$ cat src/ncbp_pkg.sv
// package: register map, field layout and constants of the nvm clock and block protect logic
package ncbp_pkg;
    localparam logic [3:0] OFS_CLOCK_DIVIDER  = 4'h0;
    localparam logic [3:0] OFS_OPTION_SECURE  = 4'h1;
    localparam logic [3:0] OFS_CONFIG         = 4'h2;
    localparam logic [3:0] OFS_PROTECT        = 4'h3;
    localparam logic [3:0] OFS_STATUS         = 4'h4;
    localparam logic [3:0] OFS_COMMAND        = 4'h5;
    localparam logic [3:0] OFS_KEY_SELECT     = 4'h6;
    localparam logic [3:0] OFS_KEY_DATA       = 4'h7;
    localparam int         NUM_CTRL_REGS      = 7;
    localparam int         KEY_BYTES          = 8;
    localparam int         DIV_LOCK_BIT       = 7;
    localparam int         STAT_ACCERR_BIT    = 4;
    localparam int         STAT_VIOL_BIT      = 5;
    localparam int         PROT_OVR_BIT       = 0;
    localparam logic [7:0] DIVIDER_RESET      = 8'h00;
    localparam logic [7:0] CONFIG_RESET       = 8'h00;
    localparam logic [7:0] STATUS_RESET       = 8'h00;
    localparam logic [7:0] COMMAND_RESET      = 8'h00;
    localparam logic [4:0] PS_NONE            = 5'h1F;
    localparam logic [4:0] PS_ARR0_LAST       = 5'h17;
    localparam logic [4:0] PS_ARR1_4K_LAST    = 5'h10;
    localparam logic [16:0] ARR0_TOP_BOUND    = 17'h1_0000;
    localparam logic [16:0] ARR1_4K_TOP_BOUND = 17'h2_0000;
    localparam logic [16:0] ARR1_2K_TOP_BOUND = 17'h1_8800;
    localparam logic [16:0] STEP_8K           = 17'h0_2000;
    localparam logic [16:0] STEP_4K           = 17'h0_1000;
    localparam logic [16:0] STEP_2K           = 17'h0_0800;
    localparam logic [16:0] BOUND_ALL         = 17'h0_0000;
    localparam logic [16:0] BOUND_NONE        = 17'h1_FFFF;
    localparam logic [7:0] CMD_BYTE_PROGRAM   = 8'h20;
    localparam logic [7:0] CMD_BURST_PROGRAM  = 8'h25;
    localparam logic [7:0] CMD_SECTOR_ERASE   = 8'h40;
    localparam logic [7:0] CMD_MASS_ERASE     = 8'h41;

    typedef struct packed {
        logic       wr;
        logic       rd;
        logic [3:0] addr;
        logic [7:0] wdata;
    } ncbp_bus_t;

    typedef struct packed {
        logic        valid;
        logic [16:0] addr;
        logic [7:0]  cmd;
    } ncbp_req_t;

    typedef enum logic [1:0] {
        NCBP_IDLE   = 2'b00,
        NCBP_CHECK  = 2'b01,
        NCBP_ACCEPT = 2'b11,
        NCBP_REJECT = 2'b10
    } ncbp_state_t;
endpackage

$ cat src/ncbp_range.sv
// protect-size decoder: lowest protected address of the 128 KB flash span
`timescale 1ns/1ps
`default_nettype none
module ncbp_range (
    input  wire logic        i_clock,
    input  wire logic        i_rst_b,
    input  wire logic [4:0]  i_protect_size_field,
    input  wire logic        i_protect_override_bit,
    output logic      [16:0] o_bound,
    output logic             o_none
);
    import ncbp_pkg::*;

    typedef struct packed {
        logic [16:0] bound;
        logic        none;
    } ncbp_range_st_t;

    ncbp_range_st_t st_ff;
    ncbp_range_st_t nxt_st;
    logic [16:0]    ps_ext;

    always_comb begin
        ps_ext = {12'h000, i_protect_size_field};
        nxt_st = st_ff;
        if (!i_protect_override_bit) begin
            nxt_st.bound = BOUND_ALL;
            nxt_st.none  = 1'b0;
        end else if (i_protect_size_field == PS_NONE) begin
            nxt_st.bound = BOUND_NONE;
            nxt_st.none  = 1'b1;
        end else if (i_protect_size_field >= PS_ARR0_LAST) begin
            nxt_st.bound = 17'(ARR0_TOP_BOUND - STEP_8K * (17'h1F - ps_ext));
            nxt_st.none  = 1'b0;
        end else if (i_protect_size_field >= PS_ARR1_4K_LAST) begin
            nxt_st.bound = 17'(ARR1_4K_TOP_BOUND - STEP_4K * (17'h17 - ps_ext));
            nxt_st.none  = 1'b0;
        end else begin
            nxt_st.bound = 17'(ARR1_2K_TOP_BOUND - STEP_2K * (17'h10 - ps_ext));
            nxt_st.none  = 1'b0;
        end
    end

    // reset to fully protected so nothing slips through before the first decode
    always_ff @(posedge i_clock or negedge i_rst_b) begin
        if (!i_rst_b) begin
            st_ff <= '{bound: 17'h0_0000, none: 1'b0};
        end else begin
            st_ff <= nxt_st;
        end
    end

    assign o_bound = st_ff.bound;
    assign o_none  = st_ff.none;
endmodule
`default_nettype wire

$ cat src/ncbp_top.sv
// nvm clock divider, option load, key store and block protect control
//
// Decided for this implementation: the address-and-strobe port and the address map.
`timescale 1ns/1ps
`default_nettype none
module ncbp_top (
    input  wire logic              i_clock,
    input  wire logic              i_rst_b,
    input  wire ncbp_pkg::ncbp_bus_t i_bus,
    output logic            [7:0]  o_rdata,
    input  wire logic              i_nv_load,
    input  wire logic       [7:0]  i_nv_protect,
    input  wire logic       [7:0]  i_nv_secure,
    input  wire logic       [7:0]  i_nv_option,
    input  wire logic       [63:0] i_nv_key,
    input  wire ncbp_pkg::ncbp_req_t i_req,
    output logic                   o_cmd_start,
    output logic            [16:0] o_cmd_addr,
    output logic            [7:0]  o_cmd_code,
    output logic                   o_access_error_flag,
    output logic                   o_violation_flag,
    output logic            [6:0]  o_nvm_clock_divider,
    output logic                   o_divider_locked,
    output logic            [63:0] o_key
);
    import ncbp_pkg::*;

    typedef struct packed {
        logic [7:0]        rdata;
        logic [6:0]        divider;
        logic              locked;
        logic [7:0]        option_secure;
        logic [7:0]        config_reg;
        logic [7:0]        protect;
        logic [7:0]        option_copy;
        logic              accerr;
        logic              viol;
        logic [7:0]        command;
        logic [2:0]        key_sel;
        logic [63:0]       key;
        logic              loaded;
        ncbp_state_t       state;
        logic [16:0]       req_addr;
        logic [7:0]        req_cmd;
        logic              start;
    } ncbp_st_t;

    ncbp_st_t    st_ff;
    ncbp_st_t    nxt_st;
    logic [16:0] bound;
    logic        no_prot;
    logic        wr_div;
    logic        wr_stat;

    function automatic logic is_wr(input ncbp_bus_t b, input logic [3:0] ofs);
        return b.wr && (b.addr == ofs);
    endfunction

    function automatic logic is_program_erase(input logic [7:0] c);
        return (c == CMD_BYTE_PROGRAM) || (c == CMD_BURST_PROGRAM) ||
               (c == CMD_SECTOR_ERASE) || (c == CMD_MASS_ERASE);
    endfunction

    ncbp_range u_range (
        .i_clock                (i_clock),
        .i_rst_b                (i_rst_b),
        .i_protect_size_field   (st_ff.protect[5:1]),
        .i_protect_override_bit (st_ff.protect[PROT_OVR_BIT]),
        .o_bound                (bound),
        .o_none                 (no_prot)
    );

    assign wr_div  = is_wr(i_bus, OFS_CLOCK_DIVIDER);
    assign wr_stat = is_wr(i_bus, OFS_STATUS);

    always_comb begin
        nxt_st       = st_ff;
        nxt_st.start = 1'b0;
        // option image copied once after reset release
        if (i_nv_load && !st_ff.loaded) begin
            nxt_st.protect       = i_nv_protect;
            nxt_st.option_secure = i_nv_secure;
            nxt_st.option_copy   = i_nv_option;
            nxt_st.key           = i_nv_key;
            nxt_st.loaded        = 1'b1;
        end
        // a second write is silently dropped, bit seven ignores data
        if (wr_div && !st_ff.locked) begin
            nxt_st.divider = i_bus.wdata[6:0];
            nxt_st.locked  = 1'b1;
        end
        if (is_wr(i_bus, OFS_CONFIG)) begin
            nxt_st.config_reg = i_bus.wdata;
        end
        if (is_wr(i_bus, OFS_PROTECT)) begin
            nxt_st.protect = i_bus.wdata;
        end
        if (is_wr(i_bus, OFS_COMMAND)) begin
            nxt_st.command = i_bus.wdata;
        end
        if (is_wr(i_bus, OFS_KEY_SELECT)) begin
            nxt_st.key_sel = i_bus.wdata[2:0];
        end
        if (wr_stat && i_bus.wdata[STAT_ACCERR_BIT]) begin
            nxt_st.accerr = 1'b0;
        end
        if (wr_stat && i_bus.wdata[STAT_VIOL_BIT]) begin
            nxt_st.viol = 1'b0;
        end
        case (st_ff.state)
            NCBP_IDLE: begin
                if (i_req.valid) begin
                    nxt_st.req_addr = i_req.addr;
                    nxt_st.req_cmd  = i_req.cmd;
                    nxt_st.state    = NCBP_CHECK;
                end
            end
            NCBP_CHECK: begin
                // flags set here win over a clear in the same cycle
                if (st_ff.accerr) begin
                    nxt_st.state = NCBP_REJECT;
                end else if (!st_ff.locked) begin
                    nxt_st.accerr = 1'b1;
                    nxt_st.state  = NCBP_REJECT;
                end else if (is_program_erase(st_ff.req_cmd) && !no_prot &&
                             (st_ff.req_addr >= bound)) begin
                    nxt_st.viol  = 1'b1;
                    nxt_st.state = NCBP_REJECT;
                end else begin
                    nxt_st.state = NCBP_ACCEPT;
                end
            end
            NCBP_ACCEPT: begin
                nxt_st.start = 1'b1;
                nxt_st.state = NCBP_IDLE;
            end
            NCBP_REJECT: begin
                nxt_st.state = NCBP_IDLE;
            end
            default: begin
                nxt_st.state = NCBP_IDLE;
            end
        endcase
        nxt_st.rdata = 8'h00;
        if (i_bus.rd) begin
            case (i_bus.addr)
                OFS_CLOCK_DIVIDER: nxt_st.rdata = {st_ff.locked, st_ff.divider};
                OFS_OPTION_SECURE: nxt_st.rdata = st_ff.option_secure;
                OFS_CONFIG:        nxt_st.rdata = st_ff.config_reg;
                OFS_PROTECT:       nxt_st.rdata = st_ff.protect;
                OFS_STATUS:        nxt_st.rdata = {2'b00, st_ff.viol, st_ff.accerr,
                                                   3'b000, st_ff.state == NCBP_IDLE};
                OFS_COMMAND:       nxt_st.rdata = st_ff.command;
                OFS_KEY_SELECT:    nxt_st.rdata = {5'h00, st_ff.key_sel};
                OFS_KEY_DATA:      nxt_st.rdata = st_ff.key[st_ff.key_sel*8 +: 8];
                default:           nxt_st.rdata = 8'h00;
            endcase
        end
    end

    always_ff @(posedge i_clock or negedge i_rst_b) begin
        if (!i_rst_b) begin
            st_ff <= '{rdata: 8'h00, divider: 7'h00, locked: 1'b0, option_secure: 8'h00,
                       config_reg: 8'h00, protect: 8'h00, option_copy: 8'h00,
                       accerr: 1'b0, viol: 1'b0, command: 8'h00, key_sel: 3'h0,
                       key: 64'h0, loaded: 1'b0, state: NCBP_IDLE,
                       req_addr: 17'h0_0000, req_cmd: 8'h00, start: 1'b0};
        end else begin
            st_ff <= nxt_st;
        end
    end

    assign o_rdata             = st_ff.rdata;
    assign o_cmd_start         = st_ff.start;
    assign o_cmd_addr          = st_ff.req_addr;
    assign o_cmd_code          = st_ff.req_cmd;
    assign o_access_error_flag = st_ff.accerr;
    assign o_violation_flag    = st_ff.viol;
    assign o_nvm_clock_divider = st_ff.divider;
    assign o_divider_locked    = st_ff.locked;
    assign o_key               = st_ff.key;
endmodule
`default_nettype wire

$ cat config.mk
export PLATFORM = sky130hd
export DESIGN_NAME = ncbp_top
export DESIGN_NICKNAME = d
export VERILOG_FILES = /design/src/ncbp_pkg.sv /design/src/ncbp_range.sv /design/src/ncbp_top.sv
export SDC_FILE = /design/constraint.sdc
export NUM_CORES = 1
export LEC_CHECK = 0
export BUFFER_PORTS_ARGS = -buffer_cell sky130_fd_sc_hd__buf_4
export CAP_MARGIN = 20
export CORE_MARGIN = 2
export CORE_UTILIZATION = 48
export CTS_CLUSTER_DIAMETER = 100
export DETAILED_ROUTE_END_ITERATION = 10
export MAX_ROUTING_LAYER = met4
export PLACE_DENSITY = 0.81
export SLEW_MARGIN = 10
export SYNTH_ARGS = -nofsm -noshare
export SYNTH_HDL_FRONTEND = slang
export SYNTH_SLANG_ARGS = --single-unit
$ cat constraint.sdc
create_clock -name i_clock -period 2.3 [get_ports i_clock]
set_input_delay 0.345 -clock i_clock [delete_from_list [all_inputs] [get_ports i_clock]]
set_output_delay 0.345 -clock i_clock [all_outputs]
set_load 0.1 [all_outputs]
Word-level counts from Yosys, hierarchy flattened
Index checks and enable logic that the tools add are counted.

Flip-flop bits (word level): 172. Latch bits: 0. Bits in writable memories: 0. Memory bits (read-only): 0. Input port bits: 131. Logic and storage cells: 89. Memories: 0.

Add/sub/neg operators: 6. Multiply operators: 0. Div/mod/pow operators: 0. $lt $le $gt $ge: 3. Eq/ne operators: 16. Shift-type cells: 1. Muxes and demuxes: 21. Bitwise gates (word level): 0. Reduce and logical (&&, ||, !) cells: 23.

Operator list (number): 18-bit 2-to-1 mux (4); 8-bit case mux with 8 select lines (1); 64-bit by 7-bit variable part select with 8-bit output (1); 17-bit subtractor (first input constant) (2); 27-bit 2-to-1 mux (1); 17-bit >= comparator (1); 1-bit by 17-bit subtractor with 17-bit output (first input constant) (1); 4-bit by 3-bit == test with 1-bit output (second input constant) (4); 8-bit by 6-bit == test with 1-bit output (second input constant) (2); 8-bit by 7-bit == test with 1-bit output (second input constant) (2); 16-bit 2-to-1 mux (1); 8-bit 2-to-1 mux (2); 1-bit logical AND (12); 5-bit >= comparator (second input constant) (2); 1-bit 2-to-1 mux (9); 4-bit by 2-bit == test with 1-bit output (second input constant) (2); 2-bit case mux with 3 select lines (1); 5-bit by 5-bit subtractor with 6-bit output (first input constant) (1); 5-bit == test (second input constant) (1); 5-bit subtractor (first input constant) (1); 2-bit == test (second input constant) (2); 4-bit by 1-bit == test with 1-bit output (second input constant) (1); 4-bit zero test (1); 2-bit 2-to-1 mux (2); other kinds (9) (13).

Depth between registers and ports, before layout
Gate-level depths: netlist of run 1.

Depth in word-level cells: 10. Mapped depth: 9. Mapped depth without buffers: 9.

Cells and area by module
A second synthesis of run 1 with hierarchy kept.

Cells, all modules: 697. Area total of the unflattened synthesis: 8496.9 µm².

Modules (own cells, without submodules): ncbp_top (times used 1, cells an instance 605, area each 7701.1 µm², sequential area each 3653.5 µm²); ncbp_range (times used 1, cells an instance 92, area each 795.8 µm², sequential area each 175.2 µm²).

Worst setup path before layout of run 1
No wires, ideal clock.

Path kind: register to register. Start: register st_ff[115] (netlist bit). End: register u_range.st_ff (netlist bit u_range.o_bound[16]). Arrival time: 2089 ps. Slack: 78 ps. Cell stages (with the launch flop): 10. Buffers on the path: 0. Period minus slack after synthesis: 2222 ps. Cells stage by stage: dfrtp_1 -> inv_1 -> ha_1 -> or3b_4 -> inv_1 -> ha_1 -> nand2_1 -> o21ai_0 -> a2111oi_1 -> o31ai_1.

RTL lines: start, declared (line ncbp_top.sv:48) `ncbp_st_t st_ff;`; start signal, assigned (line ncbp_top.sv:163) `st_ff <= '{rdata: 8'h00, divider: 7'h00, locked: 1'b0, option_secure: 8'h00,`; start signal, assigned (line ncbp_top.sv:169) `st_ff <= nxt_st;`; end signal, assigned (line ncbp_range.sv:47) `st_ff <= '{bound: 17'h0_0000, none: 1'b0};`; end signal, assigned (line ncbp_range.sv:49) `st_ff <= nxt_st;`; end, declared (line ncbp_range.sv:19) `ncbp_range_st_t st_ff;`.

==> flow_summary.json, run 1 <==
{
  "outcome": "completed",
  "clk_latency_ns": 0.42,
  "routabilityCongestion": 0.868,
  "synthTopCellsByCount": "dfrtp_1 (153), mux2_2 (133), buf_4 (104)",
  "synth_flop_cell": "dfrtp_1",
  "vias": 5646,
  "fin_setup_tns_ns": 0,
  "place_inst": 1015,
  "slew_headroom_pct": 61.5,
  "synthDistinctLibCells": 60,
  "holdPathStages": 2,
  "nets": 969,
  "power.share.switching_pct": 46.9,
  "rows": 47,
  "yosysSeqAreaShare_pct": 46.6,
  "synth_area_mm2": 0.00822,
  "fp.dieH_um": 135,
  "final_cells": 1047,
  "first_global_vias": 5808,
  "synthArstFlopShare_pct": 100,
  "synth_edf_count": 0,
  "cts_buffers": 17,
  "end_kind": "register",
  "critical_path_class": "register to register",
  "finalCriticalPeriod_ns": 2.18,
  "ys_top_cells_by_area": "dfrtp_1 (47%), mux2_2 (18%), buf_4 (9.5%)",
  "p_switching_mw": 6.12,
  "grt_pass1_wl_um": 30900,
  "slew_violations": 0,
  "power_frac_comb_pct": 48.8,
  "crit_arrival_ns": 2.47,
  "post_cts_buffers": 0,
  "start_util_pct": 49.4,
  "finalCritPeriodShare_pct": 94.8,
  "fin_skew_ns": 0.0129,
  "drc": 0,
  "cts_max_level": 4,
  "startpoint_type": "register",
  "power.share.clock_pct": 22.3,
  "hold_path.class": "primary input to register",
  "reg2regPathDepth": 9,
  "p_int_mw": 6.92,
  "setup_viol": 0,
  "worstPathRequired_ns": 2.59,
  "drt_wl_total_um": 19600,
  "grt_setup_unrepaired": "false",
  "drtPass1Iterations": 5,
  "synth_area_leader_cell": "dfrtp_1",
  "ys_ff_latch": 153,
  "wire_per_inst_um": 18.7,
  "finalHoldViolCount": 0,
  "overflow": 0,
  "p_leak_nw": 4.69,
  "tightest_slew_ns": 0.578,
  "fmax_mhz": 459,
  "port_buffers": 230,
  "die_area_mm2": 0.0182,
  "clk_pin_slew_ns": 0.06,
  "dp_hpwl_um": 14700,
  "n_antenna_cell": 0,
  "synth_most_common_cell": "dfrtp_1",
  "p_per_area_mw_per_mm2": 1280,
  "syn_to_final_growth_pct": 23.5,
  "clock_sinks": 153,
  "fp.dieW_um": 135,
  "synthCells": 681,
  "io_pins": 239,
  "drive_above_1_share_pct": 53.3,
  "avgSynthCellArea_um2": 12.1,
  "vias_per_cell": 5.39,
  "antenna_found_initial": 0,
  "drtIter0Drc": 245,
  "synth_top_area_share_pct": 46.6,
  "cts_buffer_depth": 2,
  "yosys_warnings": 0,
  "cts_root_buf": "clkbuf_16",
  "ant_nets": 0,
  "cts_tree": "built",
  "grt_max_degree": 61,
  "pwr-share-seq_pct": 28.9,
  "cap_violations": 0,
  "postSynthNetCount": 835,
  "cp_max_fo": 4,
  "grt.total_usage_pct": 22.8,
  "fp.coreArea_mm2": 0.0166,
  "ir_worst_vdd_mv": 0.884
}
[timing repair]
action,4_1_cts,5_1_grt
hold buffers,1,0
endpoints found under the hold margin,57,0
endpoints found under the setup margin,0,1
resized for setup,0,3
[path summary, 6_finish.rpt]
check | from | endpoint | slack (ns)
worst max-delay path | st_ff[115]$_DFFE_PN0P_ | u_range.o_bound[16]$_DFF_PN0_ | 0.12
worst min-delay path | i_nv_load | st_ff[28]$_DFFE_PN0P_ | 0.13
worst max register to register | st_ff[115]$_DFFE_PN0P_ | u_range.o_bound[16]$_DFF_PN0_ | 0.12
worst min register to register | st_ff[127]$_DFFE_PN0P_ | st_ff[127]$_DFFE_PN0P_ | 0.50
max in group asynchronous | i_rst_b | o_key[14]$_DFFE_PN0P_ | 1.17
min in group asynchronous | i_rst_b | o_cmd_addr[2]$_DFFE_PN0P_ | 0.48
[layout by cell type, fill, tap and decap left out, drive strengths merged, types with 3 or more instances in the layout]
cell type  instances
buf              250
dfrtp            153
mux2             133
nand2             30
a21oi             27
nor2              24
ha                23
inv               23
o21ai             21
mux4              18
clkbuf            17
mux2i             10
nand3              7
nand4              6
xnor2              5
nor2b              5
nand2b             4
a31oi              4
nor3               4
and3               4
clkinvlp           4
xor2               3
o31ai              3
o211ai             3
a22oi              3
bufinv             3
[registers in the layout, summed over array words and instances (netlist names)]
| register | count |
|---|---|
| st_ff | 38 |
| o_access_error_flag | 1 |
| o_nvm_clock_divider | 7 |
| o_cmd_addr | 17 |
| o_violation_flag | 1 |
| o_cmd_code | 8 |
| o_cmd_start | 1 |
| o_rdata | 8 |
| o_divider_locked | 1 |
| u_range.o_bound | 7 |
| o_key | 64 |
[per-stage QoR]
stage	setup slack, ns	util [%]	power [mW]	cell area [um^2]	hold WS [ns]
2_1_floorplan	0.0778	-	9.18	8220	0.0494
3_3_place_gp	0.171	57.2	10.0	9520	0.369
3_5_place_dp	0.113	57.2	10.2	9520	0.365
4_1_cts	0.0987	60.9	13.1	10100	0.112
5_1_grt	0.0180	61.0	13.6	10200	0.125
6_report	0.119	61.0	13.0	10200	0.131
[metal layers]
metal / part of all wire [%] / vias to the layer above / GRT usage [%]
li1: - / 2598 / -
met1: 40 / 2787 / 27.2
met2: 50 / 230 / 38.2
met3: 7.4 / 31 / 5.48
met4: 1.9 / 0 / 7.49
met5: 0 / - / -
[area by class of cell]
type                            instances  area (um^2)
Clock buffer                           17          425
Clock inverter                         14          188
Fill cell                            1323         6490
Inverter                               17         63.8
Multi-Input combinational cell        375         3420
Sequential cell                       153         3830
Tap cell                              220          275
Timing Repair Buffer                  251         1950
[cells by family after synthesis]
family,synth area share (%)
adder cells (fa/ha/maj),3.50
AO/OA/AOI/OAI,6.88
multiplexers,24.4
flip-flops,46.6
AND/OR/NAND/NOR,5.72
XOR/XNOR,0.853
buffers and inverters,12.1
[critical path, cell delays in order (launching register included)]
cell and delay, ns:
dfrtp_1 0.37, inv_1 0.08, ha_2 0.18, or3b_4 0.40, inv_2 0.08, ha_4 0.21
nand2_1 0.07, o311ai_0 0.13, a2111oi_1 0.44, o31ai_1 0.10
[power by group through the flow]
stage               registers, mW  logic, mW  clock network [mW]
floorplan                    3.81       5.37                   0
global placement             3.80       6.23                   0
detailed placement           3.83       6.36                   0
CTS                          3.78       6.38                2.97
global route                 3.87       6.66                3.11
finish                       3.77       6.36                2.90
Note: power is estimated with default switching activity, not from simulation.
==> run 2, diff against run 1 <==
- REMOVE_ABC_BUFFERS: default -> 1
==> run 2 against run 1 <==
Clock power up 4%. Wire length fell by 0.78%. Highest routed layer unchanged. Register-to-register slack gained 0.02 ns. Clock skew down 0.0013 ns. Utilization is essentially flat. Critical path depth stayed put. Fmax increased by 0.99%. Global-route usage is 0.54 points lower.
==> flow_summary.json, run 2 (synthesized netlist as in run 1, its figures left out) <==
{
  "vias": 5571,
  "tightest_slew_ns": 0.804,
  "hold_path.class": "primary input to register",
  "ir_worst_vdd_mv": 1.24,
  "reg2regPathDepth": 9,
  "overflow": 0,
  "cap_violations": 0,
  "worstPathRequired_ns": 2.59,
  "r2r_setup_slack_ns": 0.14,
  "cts_tree": "built",
  "fin_setup_tns_ns": 0,
  "fp.coreArea_mm2": 0.0166,
  "slew_headroom_pct": 46.4,
  "io_pins": 239,
  "drt_wl_total_um": 19400,
  "p_per_area_mw_per_mm2": 1290,
  "clk_latency_ns": 0.42,
  "first_global_vias": 5799,
  "clk_pin_slew_ns": 0.06,
  "endpoint": "u_range.o_bound[16]$_DFF_PN0_",
  "fin_area_mm2": 0.0102,
  "fin_skew_ns": 0.0116,
  "drc": 0,
  "reg2reg_from": "st_ff[116]$_DFFE_PN0P_",
  "rows": 47,
  "ant_nets": 0,
  "grt_pass1_wl_um": 30200,
  "grt_setup_unrepaired": "false",
  "cts_max_level": 4,
  "finalHoldViolCount": 0,
  "outcome": "completed",
  "fp.dieW_um": 135,
  "wire_per_inst_um": 18.6,
  "final_util_pct": 61.0,
  "fmax_mhz": 463,
  "finalCriticalPeriod_ns": 2.16,
  "start_util_pct": 49.4,
  "end_kind": "register",
  "slew_violations": 0,
  "seqCellArea_mm2": 0.00383,
  "antenna_found_initial": 1,
  "holdWs_ns": 0.124,
  "cp_max_fo": 4,
  "routabilityCongestion": 0.871,
  "vias_per_cell": 5.32,
  "drtPass1Iterations": 4,
  "nets": 968,
  "grt_max_degree": 70,
  "grt.total_usage_pct": 22.3,
  "finalCritPeriodShare_pct": 93.9,
  "critical_path_class": "register to register",
  "cts_root_buf": "clkbuf_16",
  "postPlaceCellArea_mm2": 0.00950,
  "dp_hpwl_um": 14500,
  "p_leak_nw": 4.69,
  "drive_above_1_share_pct": 53.0,
  "fillCellCount": 1303,
  "r2r_end": "u_range.o_bound[16]$_DFF_PN0_",
  "final_common_cell": "buf_4",
  "die_area_mm2": 0.0182,
  "crit_start": "st_ff[116]$_DFFE_PN0P_",
  "crit_arrival_ns": 2.45,
  "startpoint_type": "register",
  "cts_buffers": 17,
  "syn_to_final_growth_pct": 23.5,
  "clock_sinks": 153,
  "port_buffers": 230,
  "final_cell_mix": "buf_4 (244), dfrtp_1 (153), mux2_2 (133)",
  "cts_buffer_depth": 2,
  "largest_reg_flops": 64,
  "fp.dieH_um": 135,
  "multiInputGateArea_mm2": 0.00342,
  "setup_viol": 0,
  "drtIter0Drc": 234
}
[run 2: cell count changes in the layout (fill, tap and decap cells not counted), sizes merged]
cell,change
clkbuf,+2
inv,-2
buf,-1
bufinv,+1
clkinvlp,-1
diode,+1
[run 2: worst min path at each step]
stage | from | to | cells after the start
final | i_req[8] | o_cmd_addr[0]$_DFFE_PN0P_ | 3
after global routing | i_req[8] | o_cmd_addr[0]$_DFFE_PN0P_ | 3
after CTS | i_req[8] | o_cmd_addr[0]$_DFFE_PN0P_ | 3
after detailed placement | i_rst_b | o_cmd_code[3]$_DFFE_PN0P_ | 1
after global placement | i_rst_b | o_cmd_code[3]$_DFFE_PN0P_ | 1
after floorplan | i_rst_b | o_access_error_flag$_DFF_PN0_ | 0
[run 2: power breakdown]
part	internal (mW)	switching (mW)	leakage (nW)	total (mW)
Sequential	3.29	0.535	1.89	3.83
Combinational	1.87	4.37	2.51	6.24
Clock	1.86	1.16	0.299	3.01
[run 2: cell type report]
cell class	instances	share of cell area [%]
inverter	17	0.629
tap	220	2.71
multi-input combinational	375	33.7
antenna	1	0.0246
clock buffer	19	4.36
clock inverter	12	1.86
sequential	153	37.7
timing repair buffer	250	19.0
[run 2: layer usage]
metal / global-route usage, % / share of wire (%)
met5: - / 0
met1: 27.2 / 43
met4: 6.90 / 1.8
met2: 35.3 / 48
met3: 7.51 / 7.9
[run 2: timing repair]
action                     CTS  global route
gates resized for setup      0             3
setup buffers                0             0
hold endpoints to repair    28             0
setup endpoints to repair    0             1
hold buffers                 1             0
[run 2: through the flow]
step           std cells  setup WS (ns)  power, mW
2_1_floorplan        545          -2.42       8.49
3_3_place_gp        1014          0.154       9.99
3_5_place_dp        1014         0.0981       10.1
4_1_cts             1046         0.0744       13.1
5_1_grt             1047         0.0204       13.6
6_report            1047          0.141       13.1
[run 2: critical path, stage by stage (launching register included)]
cell and delay [ns]:
dfrtp_1 0.37, inv_1 0.08, ha_1 0.16, or3b_4 0.41, inv_1 0.10, ha_4 0.21, nand2_1 0.07, o311ai_1 0.10
a2111oi_1 0.41, o31ai_1 0.11
==> run 3, diff against run 2 <==
- CORE_ASPECT_RATIO: default -> 0.8
==> run 3 against run 2 <==
Sequential share of layout area did not move. Clock skew increased by 0.0030 ns. Total power decreased by 0.68%. Sequential power hardly changed. Fmax shrank 1.2%. Largest cell class unchanged. Combinational power grew 1%. Via count up 2.6%. Cell area did not move. Cell count is 0.38% higher. Highest routed layer unchanged.
==> flow_summary.json, run 3 (synthesized netlist as in run 1, its figures left out) <==
{
  "drtPass1Iterations": 6,
  "drive_above_1_share_pct": 53.2,
  "power_mw": 13.0,
  "cp_max_fo": 3,
  "cts_buffer_depth": 2,
  "nets": 973,
  "critical_path_class": "register to register",
  "cts_buffers": 17,
  "fp.dieH_um": 121,
  "cts_root_buf": "clkbuf_16",
  "crit_arrival_ns": 2.48,
  "setup_slack_ns": 0.116,
  "finalCritPeriodShare_pct": 95.0,
  "tightest_slew_ns": 0.574,
  "rows": 42,
  "p_leak_nw": 4.72,
  "finalHoldViolCount": 0,
  "antenna_found_initial": 0,
  "startpoint_type": "register",
  "fmax_mhz": 458,
  "cpMaxStageDelayCell": "a2111oi_2",
  "p_per_area_mw_per_mm2": 1280,
  "vias": 5715,
  "drtIter0Drc": 412,
  "dp_hpwl_um": 14800,
  "crit_chain": "inv_1 -> ha_1 -> or3b_4 -> inv_1 -> ha_1 -> nand2_1 -> o311ai_1 -> a2111oi_2 -> o31ai_1",
  "worstPathRequired_ns": 2.60,
  "fp.dieW_um": 150,
  "ant_nets": 0,
  "setup_viol": 0,
  "dp_slack_ns": 0.0408,
  "cap_violations": 0,
  "io_pins": 239,
  "outcome": "completed",
  "fp.coreArea_mm2": 0.0167,
  "first_global_vias": 5975,
  "max_stage_delay_ns": 0.42,
  "final_cell_mix": "buf_4 (249), dfrtp_1 (153), mux2_2 (133)",
  "cts_max_level": 4,
  "end_kind": "register",
  "finalCriticalPeriod_ns": 2.18,
  "vias_per_cell": 5.44,
  "slew_violations": 0,
  "start_util_pct": 49.3,
  "overflow": 0,
  "clock_sinks": 153,
  "clk_pin_slew_ns": 0.07,
  "cts_tree": "built",
  "holdWs_ns": 0.124,
  "postPlaceCellArea_mm2": 0.00953,
  "fin_area_mm2": 0.0102,
  "final_common_cell": "buf_4",
  "multiInputGateArea_mm2": 0.00341,
  "clk_latency_ns": 0.43,
  "drc": 0,
  "n_antenna_cell": 0,
  "largest_reg_flops": 64,
  "hold_path.class": "primary input to register",
  "grt_pass1_wl_um": 31600,
  "grt.total_usage_pct": 23.4,
  "die_area_mm2": 0.0182,
  "fillCellCount": 1315,
  "drt_wl_total_um": 19800,
  "wire_per_inst_um": 18.8,
  "seqCellArea_mm2": 0.00383,
  "ir_worst_vdd_mv": 0.783,
  "port_buffers": 230,
  "syn_to_final_growth_pct": 23.5,
  "routabilityCongestion": 0.910,
  "slew_headroom_pct": 61.7,
  "fin_skew_ns": 0.0146,
  "grt_max_degree": 65,
  "r2r_setup_slack_ns": 0.12
}
==> run 3: cell types whose count changed in the layout (fill, tap and decap cells not counted), moves of 2 or more <==
cell,previous run,this run
buf_4,244,249
clkinvlp_4,3,0
clkinv_2,0,2
inv_6,3,5
==> run 3: worst max-delay path: cells and delay by family (launching register included) <==
kind                       cells  cell delay, ns
AOI/OAI and AO/OA              3            0.63
adders and majority gates      2            0.41
DFF                            1            0.38
buffers and inverters          2            0.15
and+or+nand+nor                2            0.50
==> run 3: power breakdown <==
part	total (mW)	switching (mW)	leakage, nW	internal [mW]
sequential	3.80	0.507	1.89	3.29
clock	2.87	1.13	0.299	1.75
combinational	6.31	4.43	2.54	1.88
total	13.0	6.07	4.72	6.92
==> run 3: metal layers <==
metal	GRT usage [%]	share of wire [%]	vias to the layer above
met2	35.4	47	219
met3	6.73	8.4	22
li1	-	-	2612
met5	-	0	-
met1	30.7	43	2862
met4	7.49	1.2	0
==> run 3: path summary, 6_finish.rpt <==
| kind | from | to | depth (start not counted) |
|---|---|---|---|
| setup / recovery | st_ff[115]$_DFFE_PN0P_ | u_range.o_bound[16]$_DFF_PN0_ | 9 |
| hold / removal | i_nv_load | st_ff[28]$_DFFE_PN0P_ | 2 |
| setup reg to reg | st_ff[115]$_DFFE_PN0P_ | u_range.o_bound[16]$_DFF_PN0_ | 9 |
| hold reg to reg | st_ff[100]$_DFFE_PN0P_ | st_ff[100]$_DFFE_PN0P_ | 1 |
| max in group asynchronous | i_rst_b | o_key[8]$_DFFE_PN0P_ | 3 |
| min in group asynchronous | i_rst_b | o_key[53]$_DFFE_PN0P_ | 2 |
==> run 3: layout make-up <==
cell class | instances | area share (%)
Clock buffer | 19 | 4.36
Sequential cell | 153 | 37.7
Multi-Input combinational cell | 375 | 33.6
Timing Repair Buffer | 255 | 19.4
Clock inverter | 12 | 1.59
Inverter | 17 | 0.629
Tap cell | 220 | 2.71
==> run 3: through the flow <==
step	utilization, %	cells	TNS [ns]
5_1_grt	60.9	1051	-0.00961
4_1_cts	60.9	1051	0
2_1_floorplan	-	545	-192.98
3_3_place_gp	57.2	1019	0
6_report	60.9	1051	0
3_5_place_dp	57.2	1019	0
==> run 3: repair_timing <==
action                     4_1_cts  5_1_grt
resized for setup                0        2
hold endpoints to repair        48        0
hold buffers                     1        0
setup endpoints to repair        0        1
buffers inserted                 0        0
